`config.mk`:
```
export PLATFORM = sky130hd
export DESIGN_NAME = tmr_timer8
export DESIGN_NICKNAME = d
export VERILOG_FILES = /design/src/tmr_pkg.sv /design/src/tmr_prescale.sv /design/src/tmr_sync.sv /design/src/tmr_timer8.sv
export SDC_FILE = /design/constraint.sdc
export NUM_CORES = 1
export LEC_CHECK = 0
export BUFFER_PORTS_ARGS = -buffer_cell sky130_fd_sc_hd__buf_4
export CAP_MARGIN = 40
export CORE_MARGIN = 5
export CORE_UTILIZATION = 39
export DETAILED_ROUTE_END_ITERATION = 12
export GPL_TIMING_DRIVEN = 0
export PLACE_DENSITY = 0.57
export SETUP_SLACK_MARGIN = 0.4
export SLEW_MARGIN = 0
export SYNTH_ARGS = -nofsm -noshare
export SYNTH_HDL_FRONTEND = slang
export SYNTH_SLANG_ARGS = --single-unit
```
`constraint.sdc`:
```
create_clock -name clk_sys -period 3.6 [get_ports clk_sys]
set_clock_uncertainty 0.15 [all_clocks]
set_input_delay 0.36 -clock clk_sys [delete_from_list [all_inputs] [get_ports clk_sys]]
set_output_delay 0.36 -clock clk_sys [all_outputs]
set_load 0.02 [all_outputs]
```
`src/tmr_pkg.sv`:
```
// Shared constants and types of the dual 8-bit timer/event counter block.
// Assumes a byte-wide register port with 16-bit addresses and fx equal to clk_sys.
package tmr_pkg;

  // ----------------------------------------------------------------------
  // Sizes
  // ----------------------------------------------------------------------
  localparam int TMR_CH = 2;
  localparam int TMR_PRE_W = 13;
  localparam int TMR_PIN_W = 12;

  // ----------------------------------------------------------------------
  // Register addresses
  // ----------------------------------------------------------------------
  localparam logic [15:0] TMR_P1_DIR_ADDR = 16'hff21;
  localparam logic [15:0] TMR_P3_DIR_ADDR = 16'hff23;
  localparam logic [15:0] TMR_P1_LAT_ADDR = 16'hff01;
  localparam logic [15:0] TMR_P3_LAT_ADDR = 16'hff03;
  localparam logic [15:0] TMR_MODE_ADDR [TMR_CH] = '{16'hff6b, 16'hff43};
  localparam logic [15:0] TMR_CMP_ADDR [TMR_CH] = '{16'hff17, 16'hff41};
  localparam logic [15:0] TMR_CNT_ADDR [TMR_CH] = '{16'hff16, 16'hff1f};
  localparam logic [15:0] TMR_CLK_ADDR [TMR_CH] = '{16'hff6a, 16'hff8c};

  // ----------------------------------------------------------------------
  // Mode register fields
  // ----------------------------------------------------------------------
  localparam int TMR_RUN_BIT = 7;
  localparam int TMR_PWM_BIT = 6;
  localparam int TMR_LVS_BIT = 3;
  localparam int TMR_LVR_BIT = 2;
  localparam int TMR_TGL_BIT = 1;
  localparam int TMR_OE_BIT = 0;

  // ----------------------------------------------------------------------
  // Reset values and fixed patterns
  // ----------------------------------------------------------------------
  localparam logic [7:0] TMR_MODE_RST = 8'h00;
  localparam logic [7:0] TMR_P1_DIR_RST = 8'hff;
  localparam logic [3:0] TMR_P3_DIR_RST = 4'hf;
  localparam logic [3:0] TMR_P3_HI_READ = 4'hf;
  localparam logic [7:0] TMR_P1_LAT_RST = 8'h00;
  localparam logic [3:0] TMR_P3_LAT_RST = 4'h0;
  localparam logic [7:0] TMR_CMP_RST = 8'h00;
  localparam logic [7:0] TMR_CNT_RST = 8'h00;
  localparam logic [2:0] TMR_CLK_RST = 3'h0;
  localparam logic [7:0] TMR_CNT_MAX = 8'hff;
  localparam logic [7:0] TMR_P1_TIMER_MASK = 8'h80;
  localparam logic [3:0] TMR_P3_TIMER_MASK = 4'h8;
  localparam int TMR_PIN_IDX [TMR_CH] = '{7, 11};

  // ----------------------------------------------------------------------
  // Count clock selection
  // ----------------------------------------------------------------------
  localparam logic [2:0] TMR_CS_TI_FALL = 3'h0;
  localparam logic [2:0] TMR_CS_TI_RISE = 3'h1;
  localparam int TMR_DIV_EXP [TMR_CH][6] = '{'{0, 1, 2, 6, 8, 13}, '{0, 1, 4, 6, 8, 12}};

  // ----------------------------------------------------------------------
  // Types
  // ----------------------------------------------------------------------
  typedef struct packed {
    logic run;
    logic pwm;
    logic tgl_pol;
    logic oe;
  } tmr_mode_type;

  typedef enum logic [2:0] {
    TMR_PWM_WAIT = 3'b001,
    TMR_PWM_ACT = 3'b010,
    TMR_PWM_INACT = 3'b100
  } tmr_pwm_state_type;

endpackage : tmr_pkg

```
`src/tmr_prescale.sv`:
```
// Free-running divider giving one-cycle ticks at clk_sys divided by 2^k.
// Assumes clk_sys stands for fx; tick[0] is high on every cycle.
`timescale 1ns/1ps
module tmr_prescale
  import tmr_pkg::*;
(
  input wire logic clk_sys,
  input wire logic rstn,
  output logic [TMR_PRE_W:0] tick
);

  logic [TMR_PRE_W-1:0] div_r;

  // Divider counter, never stopped so both timers share one phase
  always_ff @(posedge clk_sys or negedge rstn)
  begin
    if (!rstn)
      div_r <= '0;
    else
      div_r <= div_r + 1'b1;
  end

  assign tick[0] = 1'b1;

  // A tick of 2^k fires when the low k bits are all ones
  genvar k;
  generate
    for (k = 1; k <= TMR_PRE_W; k++)
    begin : g_tick
      assign tick[k] = &div_r[k-1:0];
    end
  endgenerate

endmodule : tmr_prescale

```
`src/tmr_sync.sv`:
```
// Three-stage synchroniser and edge detector for the port pins.
// Assumes pins are asynchronous to clk_sys; edge flags lag the pin by 2 to 3 cycles, the level by 3 to 4.
`timescale 1ns/1ps
module tmr_sync
  import tmr_pkg::*;
(
  input wire logic clk_sys,
  input wire logic rstn,
  input wire logic [TMR_PIN_W-1:0] pin_in,
  output logic [TMR_PIN_W-1:0] level,
  output logic [TMR_PIN_W-1:0] rise,
  output logic [TMR_PIN_W-1:0] fall
);

  logic [TMR_PIN_W-1:0] s1_r;
  logic [TMR_PIN_W-1:0] s2_r;
  logic [TMR_PIN_W-1:0] s3_r;
  logic [TMR_PIN_W-1:0] level_r;
  logic [TMR_PIN_W-1:0] level_nxt;

  // A change counts only once stages two and three agree
  assign level_nxt = (s2_r & s3_r) | (level_r & (s2_r | s3_r));

  always_ff @(posedge clk_sys or negedge rstn)
  begin
    if (!rstn)
    begin
      s1_r <= '0;
      s2_r <= '0;
      s3_r <= '0;
      level_r <= '0;
    end
    else
    begin
      s1_r <= pin_in;
      s2_r <= s1_r;
      s3_r <= s2_r;
      level_r <= level_nxt;
    end
  end

  assign level = level_r;
  assign rise = level_nxt & ~level_r;
  assign fall = ~level_nxt & level_r;

endmodule : tmr_sync

```
`src/tmr_timer8.sv`:
```
// Two 8-bit timer/event counters with mode control, output flip-flops and pin routing.
// Assumes a single-cycle byte register port and shared port pins on ports 1 and 3.
`timescale 1ns/1ps
module tmr_timer8
  import tmr_pkg::*;
(
  input wire logic clk_sys,
  input wire logic rstn,
  input wire logic [15:0] reg_addr,
  input wire logic [7:0] reg_wdata,
  input wire logic reg_wr,
  input wire logic reg_rd,
  output logic [7:0] reg_rdata,
  input wire logic [7:0] p1_in,
  output logic [7:0] p1_out,
  output logic [7:0] p1_oe,
  input wire logic [3:0] p3_in,
  output logic [3:0] p3_out,
  output logic [3:0] p3_oe,
  output logic [TMR_CH-1:0] match_irq
);

  // ----------------------------------------------------------------------
  // Declarations
  // ----------------------------------------------------------------------
  logic [TMR_PRE_W:0] pre_tick;
  logic [TMR_PIN_W-1:0] pin_level;
  logic [TMR_PIN_W-1:0] pin_rise;
  logic [TMR_PIN_W-1:0] pin_fall;

  logic [7:0] p1_dir_r;
  logic [3:0] p3_dir_r;
  logic [7:0] p1_lat_r;
  logic [3:0] p3_lat_r;
  logic [7:0] p1_out_r;
  logic [7:0] p1_oe_r;
  logic [3:0] p3_out_r;
  logic [3:0] p3_oe_r;
  logic [7:0] rdata_r;
  logic [TMR_CH-1:0] irq_r;

  tmr_mode_type mode_r [TMR_CH];
  logic [7:0] cmp_r [TMR_CH];
  logic [7:0] cmp_act_r [TMR_CH];
  logic [7:0] cnt_r [TMR_CH];
  logic [2:0] cs_r [TMR_CH];
  logic [TMR_CH-1:0] tff_r;
  tmr_pwm_state_type pwm_st_r [TMR_CH];

  logic [TMR_CH-1:0] tout;
  logic [7:0] ch_rd [TMR_CH];

  // ----------------------------------------------------------------------
  // Shared helpers
  // ----------------------------------------------------------------------
  tmr_prescale u_prescale (
    .clk_sys(clk_sys),
    .rstn(rstn),
    .tick(pre_tick)
  );

  tmr_sync u_sync (
    .clk_sys(clk_sys),
    .rstn(rstn),
    .pin_in({p3_in, p1_in}),
    .level(pin_level),
    .rise(pin_rise),
    .fall(pin_fall)
  );

  // ----------------------------------------------------------------------
  // Port registers
  // ----------------------------------------------------------------------
  // Address decode for the port registers
  wire wr_p1_dir = reg_wr && (reg_addr == TMR_P1_DIR_ADDR);
  wire wr_p3_dir = reg_wr && (reg_addr == TMR_P3_DIR_ADDR);
  wire wr_p1_lat = reg_wr && (reg_addr == TMR_P1_LAT_ADDR);
  wire wr_p3_lat = reg_wr && (reg_addr == TMR_P3_LAT_ADDR);

  // Direction and output latch storage
  always_ff @(posedge clk_sys or negedge rstn)
  begin
    if (!rstn)
    begin
      p1_dir_r <= TMR_P1_DIR_RST;
      p3_dir_r <= TMR_P3_DIR_RST;
      p1_lat_r <= TMR_P1_LAT_RST;
      p3_lat_r <= TMR_P3_LAT_RST;
    end
    else
    begin
      if (wr_p1_dir)
        p1_dir_r <= reg_wdata;
      if (wr_p3_dir)
        p3_dir_r <= reg_wdata[3:0];
      if (wr_p1_lat)
        p1_lat_r <= reg_wdata;
      if (wr_p3_lat)
        p3_lat_r <= reg_wdata[3:0];
    end
  end

  // The timer output is ORed into the latch, so the latch must be 0 to see it
  wire [7:0] p1_out_nxt = p1_lat_r | (TMR_P1_TIMER_MASK & {8{tout[0]}});
  wire [3:0] p3_out_nxt = p3_lat_r | (TMR_P3_TIMER_MASK & {4{tout[1]}});

  // Pin drivers, registered so every output leaves a flip-flop
  always_ff @(posedge clk_sys or negedge rstn)
  begin
    if (!rstn)
    begin
      p1_out_r <= '0;
      p3_out_r <= '0;
      p1_oe_r <= '0;
      p3_oe_r <= '0;
    end
    else
    begin
      p1_out_r <= p1_out_nxt;
      p3_out_r <= p3_out_nxt;
      p1_oe_r <= ~p1_dir_r;
      p3_oe_r <= ~p3_dir_r;
    end
  end

  // ----------------------------------------------------------------------
  // Timer channels
  // ----------------------------------------------------------------------
  genvar i;
  generate
    for (i = 0; i < TMR_CH; i++)
    begin : g_ch
      // Per-channel decode
      wire hit_mode = (reg_addr == TMR_MODE_ADDR[i]);
      wire hit_cmp = (reg_addr == TMR_CMP_ADDR[i]);
      wire hit_cnt = (reg_addr == TMR_CNT_ADDR[i]);
      wire hit_clk = (reg_addr == TMR_CLK_ADDR[i]);
      wire wr_mode = reg_wr && hit_mode;
      wire wr_cmp = reg_wr && hit_cmp;
      wire wr_clk = reg_wr && hit_clk;

      // Level request decoded from the write; 11 matches neither term
      wire lv_set = reg_wdata[TMR_LVS_BIT] && !reg_wdata[TMR_LVR_BIT];
      wire lv_clr = reg_wdata[TMR_LVR_BIT] && !reg_wdata[TMR_LVS_BIT];
      wire lv_ok = wr_mode && !mode_r[i].pwm;

      // Count clock source selection
      logic cnt_tick;
      always_comb
      begin
        cnt_tick = 1'b0;
        case (cs_r[i])
          TMR_CS_TI_FALL: cnt_tick = pin_fall[TMR_PIN_IDX[i]];
          TMR_CS_TI_RISE: cnt_tick = pin_rise[TMR_PIN_IDX[i]];
          3'h2: cnt_tick = pre_tick[TMR_DIV_EXP[i][0]];
          3'h3: cnt_tick = pre_tick[TMR_DIV_EXP[i][1]];
          3'h4: cnt_tick = pre_tick[TMR_DIV_EXP[i][2]];
          3'h5: cnt_tick = pre_tick[TMR_DIV_EXP[i][3]];
          3'h6: cnt_tick = pre_tick[TMR_DIV_EXP[i][4]];
          3'h7: cnt_tick = pre_tick[TMR_DIV_EXP[i][5]];
          default: cnt_tick = 1'b0;
        endcase
      end

      // Counter events
      wire step = mode_r[i].run && cnt_tick;
      wire match = (cnt_r[i] == cmp_act_r[i]);
      wire ovf = (cnt_r[i] == TMR_CNT_MAX);
      wire clr_match = step && match && !mode_r[i].pwm;
      wire [7:0] cnt_inc = cnt_r[i] + 8'h01;
      wire [7:0] cnt_nxt = clr_match ? TMR_CNT_RST : cnt_inc;

      // Mode register; bits 4 and 5 and the set/clear pair are not stored
      always_ff @(posedge clk_sys or negedge rstn)
      begin
        if (!rstn)
          mode_r[i] <= tmr_mode_type'(TMR_MODE_RST[3:0]);
        else if (wr_mode)
        begin
          mode_r[i].run <= reg_wdata[TMR_RUN_BIT];
          mode_r[i].pwm <= reg_wdata[TMR_PWM_BIT];
          mode_r[i].tgl_pol <= reg_wdata[TMR_TGL_BIT];
          mode_r[i].oe <= reg_wdata[TMR_OE_BIT];
        end
      end

      // Clock select keeps only bits 0 to 2
      always_ff @(posedge clk_sys or negedge rstn)
      begin
        if (!rstn)
          cs_r[i] <= TMR_CLK_RST;
        else if (wr_clk)
          cs_r[i] <= reg_wdata[2:0];
      end

      // Compare value; while PWM runs the working copy only reloads at overflow
      // so a mid-cycle rewrite cannot produce a runt pulse
      always_ff @(posedge clk_sys or negedge rstn)
      begin
        if (!rstn)
        begin
          cmp_r[i] <= TMR_CMP_RST;
          cmp_act_r[i] <= TMR_CMP_RST;
        end
        else
        begin
          if (wr_cmp)
            cmp_r[i] <= reg_wdata;
          if (!mode_r[i].pwm || !mode_r[i].run || (step && ovf))
            cmp_act_r[i] <= cmp_r[i];
        end
      end

      // Counter: cleared while stopped, cleared on match outside PWM
      always_ff @(posedge clk_sys or negedge rstn)
      begin
        if (!rstn)
          cnt_r[i] <= TMR_CNT_RST;
        else if (!mode_r[i].run)
          cnt_r[i] <= TMR_CNT_RST;
        else if (step)
          cnt_r[i] <= cnt_nxt;
      end

      // Match request, one cycle per counter-compare clear outside PWM
      always_ff @(posedge clk_sys or negedge rstn)
      begin
        if (!rstn)
          irq_r[i] <= 1'b0;
        else
          irq_r[i] <= clr_match;
      end

      // Timer flip-flop; a set or clear write wins over a toggle in the same cycle
      always_ff @(posedge clk_sys or negedge rstn)
      begin
        if (!rstn)
          tff_r[i] <= 1'b0;
        else if (lv_ok && lv_set)
          tff_r[i] <= 1'b1;
        else if (lv_ok && lv_clr)
          tff_r[i] <= 1'b0;
        else if (clr_match && mode_r[i].tgl_pol)
          tff_r[i] <= ~tff_r[i];
      end

      // PWM phase: inactive until the first overflow, then active up to match
      tmr_pwm_state_type pwm_st_nxt;
      always_comb
      begin
        pwm_st_nxt = pwm_st_r[i];
        case (pwm_st_r[i])
          TMR_PWM_WAIT:
            if (step && ovf)
              pwm_st_nxt = (cmp_r[i] == TMR_CNT_RST) ? TMR_PWM_INACT : TMR_PWM_ACT;
          TMR_PWM_ACT:
            if (step && (cnt_inc == cmp_act_r[i]))
              pwm_st_nxt = TMR_PWM_INACT;
          TMR_PWM_INACT:
            if (step && ovf && (cmp_r[i] != TMR_CNT_RST))
              pwm_st_nxt = TMR_PWM_ACT;
          default:
            pwm_st_nxt = TMR_PWM_WAIT;
        endcase
        if (!mode_r[i].run || !mode_r[i].pwm)
          pwm_st_nxt = TMR_PWM_WAIT;
      end

      always_ff @(posedge clk_sys or negedge rstn)
      begin
        if (!rstn)
          pwm_st_r[i] <= TMR_PWM_WAIT;
        else
          pwm_st_r[i] <= pwm_st_nxt;
      end

      // Output selection reacts to the settings whether or not the count runs
      wire pwm_act = (pwm_st_r[i] == TMR_PWM_ACT);
      wire pwm_wave = pwm_act ^ mode_r[i].tgl_pol;
      wire wave = mode_r[i].pwm ? pwm_wave : tff_r[i];
      assign tout[i] = mode_r[i].oe && wave;

      // Read view of this channel; set/clear and bits 4 and 5 read zero
      wire [7:0] mode_rd = {mode_r[i].run, mode_r[i].pwm, 2'b00, 2'b00,
                            mode_r[i].tgl_pol, mode_r[i].oe};
      assign ch_rd[i] = ({8{hit_mode}} & mode_rd)
                      | ({8{hit_cmp}} & cmp_r[i])
                      | ({8{hit_cnt}} & cnt_r[i])
                      | ({8{hit_clk}} & {5'h00, cs_r[i]});
    end
  endgenerate

  // ----------------------------------------------------------------------
  // Read port
  // ----------------------------------------------------------------------
  // Port read returns the latch for output bits and the pin for input bits
  wire [7:0] p1_rd = (p1_lat_r & ~p1_dir_r) | (pin_level[7:0] & p1_dir_r);
  wire [3:0] p3_rd = (p3_lat_r & ~p3_dir_r) | (pin_level[11:8] & p3_dir_r);

  // Unmapped addresses answer zero
  wire [7:0] rdata_nxt = ch_rd[0] | ch_rd[1]
                       | ({8{reg_addr == TMR_P1_DIR_ADDR}} & p1_dir_r)
                       | ({8{reg_addr == TMR_P3_DIR_ADDR}} & {TMR_P3_HI_READ, p3_dir_r})
                       | ({8{reg_addr == TMR_P1_LAT_ADDR}} & p1_rd)
                       | ({8{reg_addr == TMR_P3_LAT_ADDR}} & {4'h0, p3_rd});

  // Read data stand only in the cycle after the strobe
  always_ff @(posedge clk_sys or negedge rstn)
  begin
    if (!rstn)
      rdata_r <= '0;
    else if (reg_rd)
      rdata_r <= rdata_nxt;
    else
      rdata_r <= '0;
  end

  // ----------------------------------------------------------------------
  // Outputs
  // ----------------------------------------------------------------------
  assign reg_rdata = rdata_r;
  assign p1_out = p1_out_r;
  assign p1_oe = p1_oe_r;
  assign p3_out = p3_out_r;
  assign p3_oe = p3_oe_r;
  assign match_irq = irq_r;

endmodule : tmr_timer8

```
==> impl_metrics.ini, run 1 <==
[routing]
firstDrtPassIters = 5
drtIter0Drc = 323
wl_um = 21400
wl_per_cell_um = 19.8
ant_nets = 0
drc = 0
num_vias = 5988
routed_via_density = 5.54

[run_status]
status = finished, final reports clean

[sta]
setup_violations = 0
hold_viol = 0
worst_slew_pin_slew_ps = 926
maxSlewHeadroom_pct = 37.7
rsz0062_at_grt = no
hold_ws_ps = 44.6
fin_crit_sh_pct = 75.2
min_period_ps = 2710
finalMaxSlewViolations = 0
fin_setup_tns_ps = 0
fmax_ghz = 0.369

[power]
p_int_mw = 3.19
ir_drop_uv = 283
combPwrFrac_pct = 3.7
p_seq_share_pct = 50.8
switchingPower_mw = 1.10
clkPwrFrac_pct = 45.5
leakagePower_nw = 4.36
switching_share_pct = 25.6
pwr_density_cell_nw_per_um2 = 429

[place]
finalWeightedCongestion = 0.883
place_area_um2 = 9230
hpwl_um = 15600
port_buffers = 70
place_inst = 1036

[global_routing]
antenna_found_initial = 0
grt_util_all_layers_pct = 18.3
grt_max_degree = 124
grt_overflow = 0
grt_pass1_wl_um = 34700
grt_pass1_vias = 6116

[floorplan]
boundaryPins = 74
row_count = 53
start_util_pct = 39.6
coreArea_um2 = 21000
die_h_um = 156
die_x_um = 156
die_area_um2 = 24400

[synth]
synth_nets = 732
yosys_warnings = 0
synth_enable_flop_cells = 0
ys_seq_elements = 189
seq_area_frac_synth_pct = 57.1
yosysUniqueCellTypes = 71
syn_area_per_cell_um2 = 12.1
ys_async_sr_fraction_pct = 100
synth_cells = 689
synth.cell_area_um2 = 8320
synth_top_flop_cell = dfrtp_1

[critical_path]
critPathKind = reg2reg
crit_fanout = 10
rr_startpoint = cnt_r[2]
required_ps = 3770
arrival_ps = 2880
rr_endpoint = pwm_st_r[2]
r2r_cells = 7
crit_path_end_kind = register
r2r_setup_slack_ps = 890
start_kind = register

[cts]
cts.clk_slew.worst_paths_ps = 80
postCtsSetupBuffers = 0
clock_sinks = 189
cts_inserted_buffers = 17
cts_resized = 0
cts-root-buf = clkbuf_16
cts_tree = built
htree_levels = 4
clkLatencyLatePin_ps = 440
cts_buffer_depth = 2

[min_path]
min_from = reg_wdata[5]
hp-class = in2reg
hold_depth = 2
whs_endpoint = p1_lat_r[5]

[cells_and_area]
final_common_cell = dfrtp_1
antenna-diode-count = 0
drive_gt1_share_pct = 27.3
fin_area_um2 = 9990
nets = 836
area_growth_pct = 20.0
final_core_util_pct = 47.5
final_cell_mix = dfrtp_1 (175), mux2_2 (75), buf_4 (69)
finalNonFillerCells = 1081

[flow_run]
maxCapViolations = 0
-- cells by family (layout without fill, tap and decap cells) --
logic type,count (synthesis),in the layout,share of synthesized area [%]
buffers and inverters,44,161,2.03
AOI/OAI and AO/OA,112,112,9.42
xor gates and xnor gates,44,44,4.63
DFF,189,189,57.1
adders and majority gates,14,14,1.77
muxes,75,75,10.2
and+or+nand+nor,211,211,14.9
-- worst max-delay path by stage --
stage                              startpoint            to  slack (ps)  cells after the start
after global placement            reg_addr[2]  reg_rdata[0]         580                      7
after floorplan           u_prescale.div_r[0]   pwm_st_r[2]        1380                      7
after detailed placement          reg_addr[2]  reg_rdata[0]         590                      7
after global routing                 cnt_r[2]   pwm_st_r[2]         760                      7
final                                cnt_r[2]   pwm_st_r[2]         890                      7
after CTS                            cnt_r[2]   pwm_st_r[2]         930                      7
-- worst max-delay path, cell delays in order (launching register included) --
cell	delay [ps]
dfrtp_1	320
clkbuf_1	450
nand3_1	250
nor2_1	310
nand4_1	200
or3b_2	490
and3_1	210
a31o_2	220
-- synth_stat cells, types with 3 or more instances --
library cell | instances | share of area [%]
inv_1 | 23 | 1.0
nor4_1 | 15 | 1.1
nor3b_1 | 7 | 0.63
o21a_1 | 5 | 0.45
o21ai_0 | 17 | 1.0
nand4_1 | 19 | 1.4
or4b_2 | 3 | 0.36
mux2_2 | 75 | 10
o32ai_1 | 3 | 0.32
a21oi_1 | 27 | 1.6
nor2b_1 | 5 | 0.38
a21o_1 | 3 | 0.27
nor3_1 | 8 | 0.48
nand3_1 | 22 | 1.3
clkbuf_1 | 16 | 0.72
a21boi_0 | 4 | 0.36
dfstp_2 | 14 | 4.4
and2_1 | 5 | 0.38
dfrtp_1 | 175 | 53
maj3_1 | 11 | 1.3
nand4b_1 | 8 | 0.84
nand2b_1 | 5 | 0.38
a221oi_1 | 3 | 0.32
or3_1 | 9 | 0.68
ha_1 | 3 | 0.45
xor2_1 | 16 | 1.7
a22oi_1 | 10 | 0.90
a222oi_1 | 3 | 0.36
a31oi_1 | 7 | 0.53
nand2_1 | 44 | 2.0
nor2_1 | 29 | 1.3
xnor2_1 | 28 | 2.9
and4_1 | 3 | 0.32
a32oi_1 | 7 | 0.74
and3_1 | 5 | 0.38
nor4b_1 | 4 | 0.42
a22o_1 | 3 | 0.32
buf_2 | 3 | 0.18
-- power groups by stage --
| stage | registers, mW | logic, mW | clock network [mW] |
|---|---|---|---|
| final | 2.18 | 0.157 | 1.95 |
| after global routing | 2.18 | 0.179 | 2.08 |
| after global placement | 2.22 | 0.142 | 0 |
| after detailed placement | 2.22 | 0.150 | 0 |
| after floorplan | 2.21 | 0.0437 | 0 |
| after CTS | 2.18 | 0.162 | 1.99 |
-- sequential cells by signal, summed over array words and instances, names as in the netlist --
| signal | count |
|---|---|
| cmp_act_r | 16 |
| cmp_r | 16 |
| cnt_r | 16 |
| u_prescale.div_r | 13 |
| u_sync.level | 12 |
| u_sync.s1_r | 12 |
| u_sync.s2_r | 12 |
| u_sync.s3_r | 12 |
| g_ch.mode_rd | 8 |
| p1_dir_r | 8 |
| p1_lat_r | 8 |
| p1_oe | 8 |
| p1_out | 8 |
| reg_rdata | 8 |
| cs_r | 6 |
| pwm_st_r | 6 |
| p3_dir_r | 4 |
| p3_lat_r | 4 |
| p3_oe | 4 |
| p3_out | 4 |
| match_irq | 2 |
| tff_r | 2 |
-- per-layer routing --
layer | share of wire (%) | GRT usage, % | vias up
met5 | 0 | 0 | -
met4 | 1.3 | 3.88 | 0
met3 | 3.9 | 3.63 | 17
met2 | 48 | 28.7 | 148
met1 | 47 | 26.4 | 3071
li1 | - | - | 2752
-- layout make-up --
class,instances,area [um^2]
plain buffers,21,82.6
clock buffers,17,425
clock inverters,15,203
fillers,1915,11000
inverters,23,86.3
multi-input cells,456,3400
flip-flops and latches,189,4750
well taps,275,344
repair buffers,85,694
-- per-stage QoR --
stage          total power [mW]  setup slack, ps
6_report                   4.28              893
5_1_grt                    4.44              757
4_1_cts                    4.33              928
3_5_place_dp               2.37              592
3_3_place_gp               2.36              575
2_1_floorplan              2.25             1380
-- timing repair --
| item | CTS | global route |
|---|---|---|
| endpoints found under the setup margin | 0 | 0 |
| hold buffers | 13 | 0 |
| endpoints found under the hold margin | 74 | 0 |
No activity file was read; power rests on OpenSTA's default activity.
==> inputs of run 2 (changes only) <==
Clock period 3.6 ns to 2.8 ns, I/O delays scaled along.
==> run 2 against run 1 <==
Effect of this change: cell count grew 1.6%; maximum frequency is 15% higher; hold slack better by 8.8 ps; via count up 1.8%.
==> impl_metrics.ini, run 2 (synthesis results as in run 1) <==
[cts]
clkLatencyLatePin_ps = 440
htree_levels = 4
cts_buffer_depth = 2
cts_inserted_buffers = 17
cts_tree = built
cts-root-buf = clkbuf_16
cts.clk_slew.worst_paths_ps = 80
clock_sinks = 189

[critical_path]
rr_endpoint = pwm_st_r[2]
start_kind = register
r2r_cells = 7
critPathKind = reg2reg
r2r_setup_slack_ps = 440
rr_startpoint = cnt_r[2]
required_ps = 2970
crit_path_end_kind = register
arrival_ps = 2530
crit_fanout = 10

[cells_and_area]
area_growth_pct = 23.4
nets = 853
multi_input_area_um2 = 3510
final_cell_mix = dfrtp_1 (169), buf_4 (79), mux2_2 (75)
reg.largest.list = cmp_act_r: 16 flops, cmp_r: 16 flops, cnt_r: 16 flops
final_common_cell = dfrtp_1
seqCellArea_um2 = 4750
antenna-diode-count = 0
fillers = 1901
drive_gt1_share_pct = 31.6

[global_routing]
grt_pass1_wl_um = 34800
grt_util_all_layers_pct = 18.3
grt_overflow = 0
grt_max_degree = 124
grt_pass1_vias = 6150
antenna_found_initial = 0

[min_path]
hp-class = in2reg
whs_endpoint = p3_lat_r[3]
hold_depth = 2
min_from = reg_wdata[3]

[sta]
worst_slew_pin_slew_ps = 825
fmax_ghz = 0.423
setup_violations = 0
finalMaxSlewViolations = 0
fin_crit_sh_pct = 84.4
maxSlewHeadroom_pct = 44.2
fin_setup_tns_ps = 0
rsz0062_at_grt = yes
min_period_ps = 2360
hold_viol = 0

[run_status]
status = finished, final reports clean

[power]
fin_total_pwr_mw = 5.52
pwr_density_cell_nw_per_um2 = 537
leakagePower_nw = 4.50
ir_drop_uv = 362

[routing]
routed_via_density = 5.55
wl_um = 21700
wl_per_cell_um = 19.8
num_vias = 6095
firstDrtPassIters = 6
drc = 0
ant_nets = 0
drtIter0Drc = 353

[floorplan]
die_h_um = 156
coreArea_um2 = 21000
row_count = 53
start_util_pct = 39.6
die_area_um2 = 24400
boundaryPins = 74
die_x_um = 156

[place]
hpwl_um = 15600
finalWeightedCongestion = 0.883
port_buffers = 70

[flow_run]
maxCapViolations = 0
run 2: changes by cell type in the layout (fill, tap and decap cells not counted), moves of 3 or more:
cell and change:
nor2_2 +3, dlygate4sd3_1 +6, clkbuf_2 +6, buf_4 +10
dfrtp_1 -6, nand3_1 -3, nor4_1 -3, clkbuf_1 -8
nor2_1 -4, dfrtp_2 +6
run 2: power by group:
part           internal, mW  total (mW)  switching [mW]
Combinational        0.0876       0.214           0.127
Clock                  1.24        2.50            1.26
Sequential             2.77        2.80          0.0253
Total                  4.10        5.52            1.41
run 2: worst max path at each step:
stage,startpoint,endpoint,slack (ps),cells past startpoint
after floorplan,u_prescale.div_r[0],pwm_st_r[2],580,7
after global placement,reg_addr[2],reg_rdata[0],-140,7
after detailed placement,reg_addr[2],reg_rdata[0],-130,7
after CTS,cnt_r[1],pwm_st_r[2],320,7
after global routing,cnt_r[2],pwm_st_r[2],360,7
final,cnt_r[2],pwm_st_r[2],440,7
run 2: what timing repair did:
item	CTS	global route
hold endpoints to repair	91	0
cloned	0	0
endpoints found under the setup margin	43	38
hold buffers	19	0
buffers inserted	1	10
pin swaps	1	6
resized for setup	15	27
run 2: cell type report:
| cell class | count | area share (%) |
|---|---|---|
| Inverter | 23 | 0.841 |
| Timing Repair Buffer | 102 | 8.28 |
| Buffer | 21 | 0.926 |
| Clock inverter | 15 | 1.97 |
| Multi-Input combinational cell | 456 | 34.2 |
| Tap cell | 275 | 3.35 |
| Sequential cell | 189 | 46.3 |
| Clock buffer | 17 | 4.14 |
run 2: through the flow:
stage | utilization, % | hold WS, ps | worst slack (ps) | instance area, um^2 | instances
2_1_floorplan | - | -166 | 582 | 8320 | 689
3_3_place_gp | 43.7 | 182 | -145 | 9190 | 1034
3_5_place_dp | 43.9 | 111 | -128 | 9230 | 1036
4_1_cts | 48.1 | 46.5 | 321 | 10100 | 1088
5_1_grt | 48.8 | 51.4 | 359 | 10300 | 1098
6_report | 48.8 | 53.4 | 437 | 10300 | 1098
run 2: metal layers:
metal | track usage (%) | part of all wire (%) | vias up
met1 | 26.6 | 46 | 3126
met2 | 28.8 | 49 | 164
li1 | - | - | 2788
met3 | 3.61 | 4.1 | 17
met4 | 3.92 | 1.1 | 0
met5 | 0 | 0 | -
run 2: worst max-delay path, stage by stage, from the launching register on:
cell and delay [ps]:
dfrtp_1 320, buf_2 250, nand3_1 210, nor2_2 240
nand4_1 180, or3b_2 490, and3_1 210, a31o_2 210
==> inputs of run 3 (changes only) <==
Settings changed: PLACE_DENSITY 0.57 to 0.59.
Clock period 2.8 ns to 2.08 ns, I/O delays scaled along.
==> run 3 against run 2 <==
Effect of this change: the run now ends with setup timing left; maximum frequency increased by 1.1%; design area increased by 14%; register-to-register slack got worse by 690 ps; first-iteration DRC count decreased by 1.7%; critical path depth unchanged; die area unchanged; sequential power increased by 34%.
==> impl_metrics.ini, run 3 (synthesis results as in run 1) <==
[floorplan]
boundaryPins = 74
die_area_um2 = 24400
die_h_um = 156
row_count = 53
die_x_um = 156
start_util_pct = 39.6
coreArea_um2 = 21000

[global_routing]
grt_pass1_vias = 6795
grt_util_all_layers_pct = 20.0
grt_max_degree = 116
grt_pass1_wl_um = 37700
grt_overflow = 0
antenna_found_initial = 0

[cells_and_area]
final_core_util_pct = 55.5
final_cell_mix = dfrtp_1 (164), buf_4 (113), mux2_2 (49)
fillers = 1712
nets = 921
area_growth_pct = 40.2
reg.largest.list = cmp_act_r: 16 flops, cmp_r: 16 flops, cnt_r: 16 flops
antenna-diode-count = 0
final_common_cell = dfrtp_1
drive_gt1_share_pct = 45.1

[routing]
num_vias = 6425
firstDrtPassIters = 7
wl_per_cell_um = 20.6
met1Wirelength_um = 10500
drtIter0Drc = 347
routed.top_layer = met4
wl_met3_um = 1220
routed_via_density = 5.51
wl_met2_um = 11800
wl_um = 24000
drc = 0
ant_nets = 0

[sta]
fin_crit_sh_pct = 112
worst_slew_pin_slew_ps = 625
min_period_ps = 2340
fin_setup_tns_ps = -5790
finalMaxSlewViolations = 0
hold_viol = 0
setup_slack_ps = -257
fmax_ghz = 0.428
hold_ws_ps = 163
maxSlewHeadroom_pct = 58.3
rsz0062_at_grt = yes
setup_violations = 39

[critical_path]
critPathKind = reg2reg
crit_buf_inv = 1
arrival_ps = 2510
required_ps = 2250
path_delay_family = simple AND/OR/NAND/NOR gates
crit_path_end_kind = register
crit_fanout = 8
start_kind = register
cp_cell_sequence = nand4_1 -> nand3_1 -> a22oi_2 -> nor2_2 -> nor2_4 -> buf_12 -> mux2_4
critPathSlowestCell = a22oi_2
slowest_delay_ps = 470

[cts]
cts.clk_slew.worst_paths_ps = 80
cts_tree = built
clock_sinks = 189
cts_buffer_depth = 2
htree_levels = 4
clkLatencyLatePin_ps = 440
cts_inserted_buffers = 17
cts-root-buf = clkbuf_16

[power]
pwr_density_cell_nw_per_um2 = 648
leakagePower_nw = 5.06
ir_drop_uv = 553

[run_status]
violations = setup timing
status = finished, violations left

[flow_run]
maxCapViolations = 0

[place]
hpwl_um = 15900
dpl_worst_slack_ps = -595
finalWeightedCongestion = 0.872
port_buffers = 70

[min_path]
hp-class = in2async
[run 3: changes by cell type in the layout (fill, tap and decap cells not counted), moves of 5 or more]
cell,previous run,this run
buf_6,0,29
o21ai_0,16,9
xnor2_1,28,22
mux2_4,0,26
a21oi_2,0,6
mux2_2,75,49
dfrtp_1,169,164
o21ai_1,1,6
buf_4,79,113
xnor2_2,0,5
nand2_1,44,37
a21oi_1,27,20
dfrtp_2,6,11
[run 3: worst paths after layout]
path                                       end                start  depth (start not counted)  slack [ps]
worst min-delay path              match_irq[1]                 rstn                          2         160
max in group asynchronous              cs_r[0]                 rstn                          3         660
min in group clk_sys                   cs_r[3]          reg_addr[0]                          4         180
worst max-delay path              cmp_act_r[7]  u_prescale.div_r[8]                          7        -260
worst min register to register  u_sync.s2_r[5]       u_sync.s1_r[5]                          0         200
worst max register to register    cmp_act_r[7]  u_prescale.div_r[8]                          7        -260
[run 3: worst reg2reg max path: stages, from the launching register on]
cell	delay, ps
dfrtp_1	440
nand4_1	210
nand3_1	240
a22oi_2	470
nor2_2	110
nor2_4	140
buf_12	150
mux2_4	310
[run 3: per-layer routing]
| metal | vias up | global-route usage, % |
|---|---|---|
| li1 | 2927 | - |
| met1 | 3261 | 26.8 |
| met2 | 198 | 32.7 |
| met3 | 39 | 4.66 |
| met4 | 0 | 5.63 |
| met5 | - | 0 |
[run 3: what timing repair did]
item | CTS | global route
hold buffers | 20 | 0
cloned | 2 | 0
endpoints found under the hold margin | 118 | 0
buffers inserted | 56 | 21
resized for setup | 109 | 51
endpoints found under the setup margin | 71 | 85
pin swaps | 47 | 39
[run 3: power breakdown]
| group | internal (mW) | total, mW | switching (mW) |
|---|---|---|---|
| clock | 1.66 | 3.39 | 1.72 |
| combinational | 0.195 | 0.405 | 0.211 |
| sequential | 3.73 | 3.76 | 0.0325 |
| total | 5.59 | 7.55 | 1.97 |
[run 3: area by class of cell]
cell class,instances,area (um^2),share of cell area [%]
Clock buffer,17,425,3.65
Sequential cell,189,4760,40.8
Timing Repair Buffer,169,1540,13.2
Tap cell,275,344,2.95
Buffer,21,158,1.35
Clock inverter,15,203,1.74
Multi-Input combinational cell,457,4150,35.6
Inverter,23,86.3,0.740
[run 3: stage by stage]
step	total power, mW	std cells	cell area, um^2
final	7.55	1166	11700
after global routing	7.82	1166	11700
after CTS	7.59	1145	11300
after detailed placement	4.12	1035	9460
after global placement	4.10	1034	9430
after floorplan	3.92	689	8560
